### src/tcd_pkg.sv
// Constants, field layouts and carrier types of the three channel down timer
package tcd_pkg;

  localparam int NCH = 3;
  localparam int NPS = 2;
  localparam int AW = 8;
  localparam int DW = 32;

  // Byte offsets
  localparam logic [AW-1:0] OFF_PS0 = 8'hA0;
  localparam logic [AW-1:0] OFF_PS1 = 8'hA4;
  localparam logic [AW-1:0] OFF_IRQSTS = 8'hB0;
  localparam logic [4:0] OFF_LOAD = 5'h00;
  localparam logic [4:0] OFF_COUNT = 5'h04;
  localparam logic [4:0] OFF_CTRL = 5'h08;
  localparam logic [4:0] OFF_IRQCLR = 5'h0C;
  localparam logic [4:0] OFF_POUT = 5'h10;

  // Control register fields
  localparam int CTRL_IE = 0;
  localparam int CTRL_IMM = 1;
  localparam int CTRL_DIV_LSB = 2;
  localparam int CTRL_MODE = 5;
  localparam int CTRL_EN = 7;
  localparam int CTRL_SRC_LSB = 8;

  // Port output control fields
  localparam int POUT_VAL = 0;
  localparam int POUT_OE = 1;
  localparam int POUT_MODE_LSB = 2;

  // Prescaler control fields
  localparam int PS_LD_LSB = 0;
  localparam int PS_DIV_LSB = 13;

  localparam logic [15:0] RST_REG = 16'h0000;

  // Timer input clock is the bus clock over this figure
  localparam int TIN_DIV = 8;

  typedef enum logic [1:0] {
    OM_LEVEL,
    OM_PULSE,
    OM_TOGGLE,
    OM_RSVD
  } tcd_omode_e;

  typedef struct packed {
    logic [15:0] ld;
    logic [15:0] cnt;
    logic [1:0] src;
    logic en;
    logic single;
    logic [2:0] div;
    logic imm;
    logic ie;
    logic flag;
    tcd_omode_e omode;
    logic oen;
    logic oval;
    logic pulse;
    logic tog;
  } tcd_chan_s;

  typedef struct packed {
    logic [2:0] div;
    logic [7:0] ld;
    logic [7:0] cnt;
  } tcd_psc_s;

  typedef struct packed {
    logic psel;
    logic penable;
    logic pwrite;
    logic [AW-1:0] paddr;
    logic [DW-1:0] pwdata;
  } tcd_apb_req_s;

  typedef struct packed {
    logic [DW-1:0] prdata;
    logic pready;
    logic pslverr;
  } tcd_apb_rsp_s;

  typedef struct packed {
    tcd_chan_s [NCH-1:0] ch;
    tcd_psc_s [NPS-1:0] psc;
    logic [2:0] base_cnt;
    logic [7:0] div_cnt;
    tcd_apb_rsp_s rsp;
    logic [NCH-1:0] pin;
    logic [NCH-1:0] pin_oe;
  } tcd_state_s;

endpackage

### src/tcd_timer.sv
// Three channel 16-bit down timer with two prescalers and an APB slave
//
// The APB slave port was chosen for this implementation.
module tcd_timer
  import tcd_pkg::*;
(
  input wire logic pclk,
  input wire logic presetn,
  input wire tcd_apb_req_s apb_i,
  output tcd_apb_rsp_s apb_o,
  input wire logic [NCH-1:0] func_sel,
  output logic [NCH-1:0] pin_out,
  output logic [NCH-1:0] pin_oe,
  output logic [NCH-1:0] irq_flag
);

  tcd_state_s q;
  tcd_state_s d;

  logic tin_en;
  logic [NPS-1:0] ptick;
  logic [NCH-1:0] ctick;
  logic [NCH-1:0] uflow;
  logic [NCH-1:0] wr_ld;
  logic [NCH-1:0] wr_clr;
  logic [NCH-1:0] wr_ctl;
  logic wen;

  // Low bits of the shared divider that must be zero for a tap
  function automatic logic [7:0] div_mask(input logic [2:0] c);
    logic [7:0] m;
    m = 8'hFF;
    unique case (c)
      3'h0: m = 8'h00;
      3'h1: m = 8'h03;
      3'h2: m = 8'h07;
      3'h3: m = 8'h0F;
      3'h4: m = 8'h1F;
      3'h5: m = 8'h3F;
      3'h6: m = 8'h7F;
      3'h7: m = 8'hFF;
    endcase
    return m;
  endfunction

  always_comb begin
    logic [1:0] ci;
    logic [4:0] sub;
    logic chan_hit;
    logic [15:0] wd;
    logic [DW-1:0] rd;
    logic err;
    logic own_hit;
    logic [7:0] pm;
    tcd_chan_s c;
    ci = apb_i.paddr[6:5];
    sub = apb_i.paddr[4:0];
    chan_hit = !apb_i.paddr[7] && (ci != 2'h3);
    wd = apb_i.pwdata[15:0];
    rd = '0;
    err = 1'b0;
    own_hit = 1'b0;
    pm = 8'h00;
    c = q.ch[0];
    d = q;
    // Writes commit only at the edge that completes the access phase
    wen = apb_i.psel && apb_i.penable && apb_i.pwrite && q.rsp.pready;

    d.base_cnt = q.base_cnt + 3'h1;
    tin_en = (q.base_cnt == 3'(TIN_DIV - 1));
    if (tin_en) begin
      d.div_cnt = q.div_cnt + 8'h01;
    end

    for (int p = 0; p < NPS; p++) begin
      ptick[p] = 1'b0;
      pm = div_mask(q.psc[p].div);
      if (tin_en && ((q.div_cnt & pm) == 8'h00)) begin
        if (q.psc[p].cnt == 8'h00) begin
          ptick[p] = 1'b1;
          d.psc[p].cnt = q.psc[p].ld;
        end else begin
          d.psc[p].cnt = q.psc[p].cnt - 8'h01;
        end
      end
      if (wen && (apb_i.paddr == (p == 0 ? OFF_PS0 : OFF_PS1))) begin
        d.psc[p].div = wd[PS_DIV_LSB +: 3];
        d.psc[p].ld = wd[PS_LD_LSB +: 8];
        // Restart so a new ratio takes hold at once
        d.psc[p].cnt = wd[PS_LD_LSB +: 8];
      end
    end

    for (int i = 0; i < NCH; i++) begin
      c = q.ch[i];
      pm = div_mask(c.div);
      own_hit = tin_en && ((q.div_cnt & pm) == 8'h00);
      ctick[i] = c.en && (c.src[1] ? ptick[c.src[0]] : own_hit);
      uflow[i] = ctick[i] && (c.cnt == 16'h0000);
      wr_ld[i] = wen && chan_hit && (ci == 2'(i)) && (sub == OFF_LOAD);
      wr_clr[i] = wen && chan_hit && (ci == 2'(i)) && (sub == OFF_IRQCLR);
      wr_ctl[i] = wen && chan_hit && (ci == 2'(i)) && (sub == OFF_CTRL);

      if (ctick[i]) begin
        d.ch[i].pulse = uflow[i];
        if (c.cnt != 16'h0000) begin
          d.ch[i].cnt = c.cnt - 16'h0001;
        end else if (!c.single) begin
          d.ch[i].cnt = c.ld;
        end else begin
          // Stays halted until software enables again
          d.ch[i].en = 1'b0;
        end
      end
      if (uflow[i]) begin
        d.ch[i].tog = ~c.tog;
      end
      // A new underflow with ie set wins over a clear in the same cycle
      d.ch[i].flag = (uflow[i] && c.ie) || (c.flag && !wr_clr[i]);

      if (wr_ld[i]) begin
        d.ch[i].ld = wd;
        if (c.single || c.imm) begin
          d.ch[i].cnt = wd;
        end
      end
      if (wr_ctl[i]) begin
        d.ch[i].src = wd[CTRL_SRC_LSB +: 2];
        d.ch[i].en = wd[CTRL_EN];
        d.ch[i].single = wd[CTRL_MODE];
        d.ch[i].div = wd[CTRL_DIV_LSB +: 3];
        d.ch[i].imm = wd[CTRL_IMM];
        d.ch[i].ie = wd[CTRL_IE];
      end
      if (wen && chan_hit && (ci == 2'(i)) && (sub == OFF_POUT)) begin
        d.ch[i].omode = tcd_omode_e'(wd[POUT_MODE_LSB +: 2]);
        d.ch[i].oen = wd[POUT_OE];
        d.ch[i].oval = wd[POUT_VAL];
      end

      d.pin_oe[i] = c.oen && func_sel[i];
      d.pin[i] = 1'b0;
      if (c.oen && func_sel[i]) begin
        unique case (c.omode)
          OM_LEVEL: d.pin[i] = c.oval;
          OM_PULSE: d.pin[i] = c.pulse;
          OM_TOGGLE: d.pin[i] = c.tog;
          OM_RSVD: d.pin[i] = 1'b0;
        endcase
      end
    end

    // Read decode; every access takes one wait state
    if (chan_hit) begin
      c = q.ch[ci];
      unique case (sub)
        OFF_LOAD: rd = {16'h0000, c.ld};
        OFF_COUNT: rd = {16'h0000, c.cnt};
        OFF_CTRL: rd = {22'h000000, c.src, c.en, 1'b0, c.single, c.div,
                        c.imm, c.ie};
        OFF_IRQCLR: rd = '0;
        OFF_POUT: rd = {28'h0000000, c.omode, c.oen, c.oval};
        default: err = 1'b1;
      endcase
    end else begin
      unique case (apb_i.paddr)
        OFF_PS0: rd = {16'h0000, q.psc[0].div, 5'h00, q.psc[0].ld};
        OFF_PS1: rd = {16'h0000, q.psc[1].div, 5'h00, q.psc[1].ld};
        OFF_IRQSTS: rd = {29'h00000000, q.ch[2].flag, q.ch[1].flag,
                          q.ch[0].flag};
        default: err = 1'b1;
      endcase
    end
    d.rsp.pready = apb_i.psel && apb_i.penable && !q.rsp.pready;
    d.rsp.prdata = '0;
    d.rsp.pslverr = 1'b0;
    if (d.rsp.pready) begin
      d.rsp.prdata = apb_i.pwrite ? '0 : rd;
      d.rsp.pslverr = err;
    end
  end

  always_ff @(posedge pclk or negedge presetn) begin
    if (!presetn) begin
      q <= '0;
    end else begin
      q <= d;
    end
  end

  assign apb_o = q.rsp;
  assign pin_out = q.pin;
  assign pin_oe = q.pin_oe;
  always_comb begin
    for (int i = 0; i < NCH; i++) begin
      irq_flag[i] = q.ch[i].flag;
    end
  end

  generate
    for (genvar g = 0; g < NCH; g++) begin : g_chk

    end
  endgenerate

  generate
    for (genvar k = 0; k < NPS; k++) begin : g_psc_chk

    end
  endgenerate
endmodule

### config.mk
export PLATFORM = sky130hd
export DESIGN_NAME = tcd_timer
export DESIGN_NICKNAME = d
export VERILOG_FILES = /design/src/tcd_pkg.sv /design/src/tcd_timer.sv
export SDC_FILE = /design/constraint.sdc
export NUM_CORES = 1
export LEC_CHECK = 0
export ABC_CLOCK_PERIOD_IN_PS = 8500
export BUFFER_PORTS_ARGS = -buffer_cell sky130_fd_sc_hd__buf_2
export CAP_MARGIN = 20
export CELL_PAD_IN_SITES_DETAIL_PLACEMENT = 0
export CELL_PAD_IN_SITES_GLOBAL_PLACEMENT = 2
export CORE_MARGIN = 2
export CORE_UTILIZATION = 41
export DETAILED_ROUTE_END_ITERATION = 16
export PLACE_DENSITY = 0.89
export SLEW_MARGIN = 5
export SYNTH_ARGS = -nofsm -noshare
export SYNTH_HDL_FRONTEND = slang
export SYNTH_SLANG_ARGS = --single-unit
### constraint.sdc
create_clock -name pclk -period 8.5 [get_ports pclk]
set_input_delay 0 -clock pclk [delete_from_list [all_inputs] [get_ports pclk]]
set_output_delay 0 -clock pclk [all_outputs]
set_load 0.1 [all_outputs]
* Yosys cells after proc, flatten, opt, wreduce, memory -nomap -nowiden
Memories as Yosys holds them, arrays and structs flattened. Index checks and enable logic that the tools add are counted.
Word-level totals: register bits 233, memory bits (read-only) 320, input bits 48, output and inout bits 43, word-level logic and storage cells 250, memories 5
Cells by class: add/sub/neg operators 7, $lt $le $gt $ge 4, equal/unequal tests 23, muxes and demuxes 63, bitwise gates (word level) 8, reduce and logical (&&, ||, !) cells 85
Memories:
- (no name shown) | depth 8, width 8, read ports 1, clocked after memory_dff 0, write ports 0, line tcd_timer.sv:33 | unique case (c)
- (no name shown) | depth 8, width 8, read ports 1, clocked after memory_dff 0, write ports 0, line tcd_timer.sv:33
- (no name shown) | depth 8, width 8, read ports 1, clocked after memory_dff 0, write ports 0, line tcd_timer.sv:33
- (no name shown) | depth 8, width 8, read ports 1, clocked after memory_dff 0, write ports 0, line tcd_timer.sv:33
- (no name shown) | depth 8, width 8, read ports 1, clocked after memory_dff 0, write ports 0, line tcd_timer.sv:33
Operators with widths (count):
- 2-to-1 mux 16 bit | 15
- binary-select mux 48 bit (select 2 bit) | 1
- 2-to-1 mux 32 bit | 3
- case mux 16 bit (4 select lines) | 1
- logical NOT 8 bit | 7
- logical NOT 16 bit | 3
- 2-to-1 mux 48 bit | 1
- 2-to-1 mux 8 bit | 6
- case mux 16 bit (3 select lines) | 1
- nonzero test 16 bit | 3
- subtractor 16 x 1 -> 16 bit (second input constant) | 3
- logical AND 1 bit | 43
- bitwise AND 8 bit | 5
- 2-to-1 mux 1 bit | 29
- equality test 8 bit (second input constant) | 3
- 2-to-1 mux 7 bit | 3
- nonzero test 2 bit | 8
- subtractor 8 x 1 -> 8 bit (second input constant) | 2
- equality test 2 bit (second input constant) | 7
- case mux 1 bit (4 select lines) | 3
- equality test 5 x 4 -> 1 bit (second input constant) | 2
- AND reduction 3 bit | 3
- adder 8 x 1 -> 8 bit (second input constant) | 1
- equality test 2 x 1 -> 1 bit (second input constant) | 4
- other kinds (14) | 33

* Depth between registers and ports, before layout
An unclocked memory read counts as a cell.
depth in word-level cells 12, mapped depth 11, mapped depth without buffers 9

* Least setup slack after synthesis
OpenSTA, ideal clock, no wires.
kind register to register, start point register q[51] (netlist name), end point register q[208] (netlist name), setup time 124 ps, arrival 2677 ps, data required time 8376 ps, path slack 5699 ps, stages on the path, launching flop included 11, buffers on the path 1, period minus slack after synthesis 2801 ps, cell sequence dfrtp_1 inv_1 ha_1 nor3b_1 nand2_1 a2111o_1 and3_4 or2_1 buf_6 o41a_1 o31a_1
RTL lines:
- start: declaration | line tcd_timer.sv:17 | tcd_state_s q;
- start signal: assignment | line tcd_timer.sv:185 | q <= '0;
- start signal: assignment | line tcd_timer.sv:187 | q <= d;

==> metrics.txt <==
status=finished clean; n_diodes=0; clock root cell=clkbuf_16; Worst-Margin Slew=1090 ps; RSZ-0062 raised after global routing=no; Async SR Flop Fraction=100%; post-layout util=46.3%; Mapped Avg Cell Area=8.89 um2; Final Instance Area=14100 um2; FF-to-FF setup slack=4670 ps; CTS buffer count=26; CTS clk-pin slew, worst paths=60 ps; R2R cell count=9; die width=180 um; Max-Cap Viols=0; Leak=6.39 nW; first-pass GRT wire length=63600 um; initial antenna violation count=0; Seq/Total Area, Yosys=42.9%; routed vias=11000; GR Layer Usage met1=36.0%; CTS tree=done; Most Used Layer, Global Route=met2; Initial Util=41.5%; CP Class=reg2reg; HP Start=apb_i[35]; worst hold endpoint=irq_flag[2]; Critical Path Sink Type=flip-flop; CP max stage cell=nor3b_1; post-route antenna net violation count=0; Synth Instances=1423; Primary FF master, synth=dfrtp_1; Hold Crit Class=in2reg; vias in the first global route=10400; Cell variety after synth=73; Total Nets Final=1498; pre-CTS setup slack=4680 ps; number of remaining DRC errors=0; peak supply drop=0.137 mV; Final setup viols=0; Congestion Overflow GR=0; P per Cell Area=168 nW/um2; post-CTS resize count=0; 1st-pass router iterations=7; P&R area growth vs syn=11.6%; CP startpoint kind=flip-flop; share of cells above drive strength 1=15.7%; I/O Pins=91; reg-to-reg startpoint=q[51]; final critical-path share of the clock period=45.1%; clk sinks=217; fin crit period=3830 ps; H-tree depth=1; synth warn=0; final hold viol count=0; Max Freq=0.261 GHz; worst-path maximum fanout=19; reg2reg end=q[208]; met3 usage=3.87%; Port Buffer Count=58; setup TNS=0 ps; crit path DAT=4260 ps; clock buffer depth=3; Die Y=180 um; worst setup margin=4670 ps; Clock Skew=20.5 ps; worst-path cell chain=inv_1, ha_1, nor3b_1, nand2_1, a2111o_1, and3_4, or2_1, o41a_1, o31a_1; fin. max-slew vios=0; largest net degree at the start of global routing=95; Syn Std Cell Area=12700 um2; vias per cell=5.94; GP Congestion=0.850; delay-heaviest family, CP=simple AND/OR/NAND/NOR gates; total power=2.37 mW; max incr delay on CP=610 ps; #FFs+latches synth=217; First DRT Iteration DRCs=1157; insertion delay to the later sink of the worst-skew pair=540 ps; CP Depth=9; CORE AREA=30500 um2; CP required=8920 ps; Site Rows=64; drt wl/cell=22.4 um; number of synthesized flops with an enable pin=0; FILL cells=2967; M2 GR Usage=39.4%; drt total wl=41500 um; gr usage total=25.0%; die footprint=32300 um2; hpwl dp=28600 um; Worst Path Buf+Inv=1; relative slew slack=26.9%; dpl cell area=13000 um2; Hold Crit Depth=4
## layout make-up
class / instances / area [um2] / share of cell area (%)
multi-input cells: 1058 / 6500 / 46.0
clock buffers: 31 / 711 / 5.03
inverters: 34 / 128 / 0.904
flip-flops and latches: 217 / 5430 / 38.5
repair buffers: 100 / 679 / 4.81
well taps: 396 / 495 / 3.51
clock inverters: 12 / 174 / 1.23
## where the power goes
group,internal (mW),leakage (nW),switching [mW]
sequential,1.04,2.88,0.00763
combinational,0.0331,3.09,0.113
clock,0.712,0.422,0.462
total,1.78,6.39,0.582
## flip-flops by register name (all words and copies together), names as in the netlist
signal / count
q: 190
pin_out: 3
apb_o: 18
irq_flag: 3
pin_oe: 3
## metrics by stage
| stage | std cells | hold WS (ps) |
|---|---|---|
| 2_1_floorplan | 1438 | -296 |
| 3_3_place_gp | 1779 | 73.8 |
| 3_5_place_dp | 1780 | 75.1 |
| 4_1_cts | 1847 | 5.02 |
| 5_1_grt | 1848 | 68.5 |
| 6_report | 1848 | 24.3 |
## cell usage after synthesis, types with 15 or more instances
cell type	n	area, um2
a21oi_1	103	515
nor2_1	115	432
mux2i_1	58	581
inv_1	34	128
nand2_1	207	777
o22ai_1	24	150
dfrtp_1	217	5430
o21ai_0	132	661
clkbuf_1	68	255
nor3_1	37	185
a22oi_1	20	150
a31oi_1	19	119
nor4_1	15	93.8
mux2_2	83	935
buf_4	43	323
## layer usage
| metal | wire, um | vias to the layer above |
|---|---|---|
| met4 | 1030 | 0 |
| met1 | 18500 | 5430 |
| met5 | 0 | - |
| met2 | 18800 | 421 |
| li1 | - | 5071 |
| met3 | 3120 | 61 |
## cell families after synthesis
logic type      share of synthesized area (%)
fa+ha+maj                                1.29
compound gates                           19.4
other cells                            0.0296
flops                                    42.9
simple gates                             17.0
mux                                      12.0
buf+inv                                  6.30
xor+xnor                                 1.11
## worst min-delay path, stage by stage
cell and delay [ps]:
buf_2 160, and3_1 190, nand2_1 70, a32o_1 100
## how the worst max path moves through the flow
stage          slack, ps   from  endpoint
2_1_floorplan       5700  q[51]    q[208]
3_3_place_gp        4640  q[51]    q[208]
3_5_place_dp        4680  q[51]    q[208]
4_1_cts             4690  q[51]    q[208]
5_1_grt             4440  q[51]    q[208]
6_report            4670  q[51]    q[208]
## layout by cell type (no fill, tap or decap), types with 19 or more instances in the layout
cell type	synthesis	routed
inv_1	34	34
a31oi_1	19	19
dlygate4sd3_1	0	24
mux2_2	83	83
nor2_1	115	114
o22ai_1	24	24
buf_2	7	57
nand2_1	207	207
mux2i_1	58	58
a22oi_1	20	20
nor3_1	37	35
clkbuf_16	0	27
a21oi_1	103	103
dfrtp_1	217	217
o21ai_0	132	132
## what timing repair did
action	in CTS	in global routing
hold endpoints to repair	214	0
hold buffers	24	0
setup buffers	0	0
No activity file was read; power rests on OpenSTA's default activity.
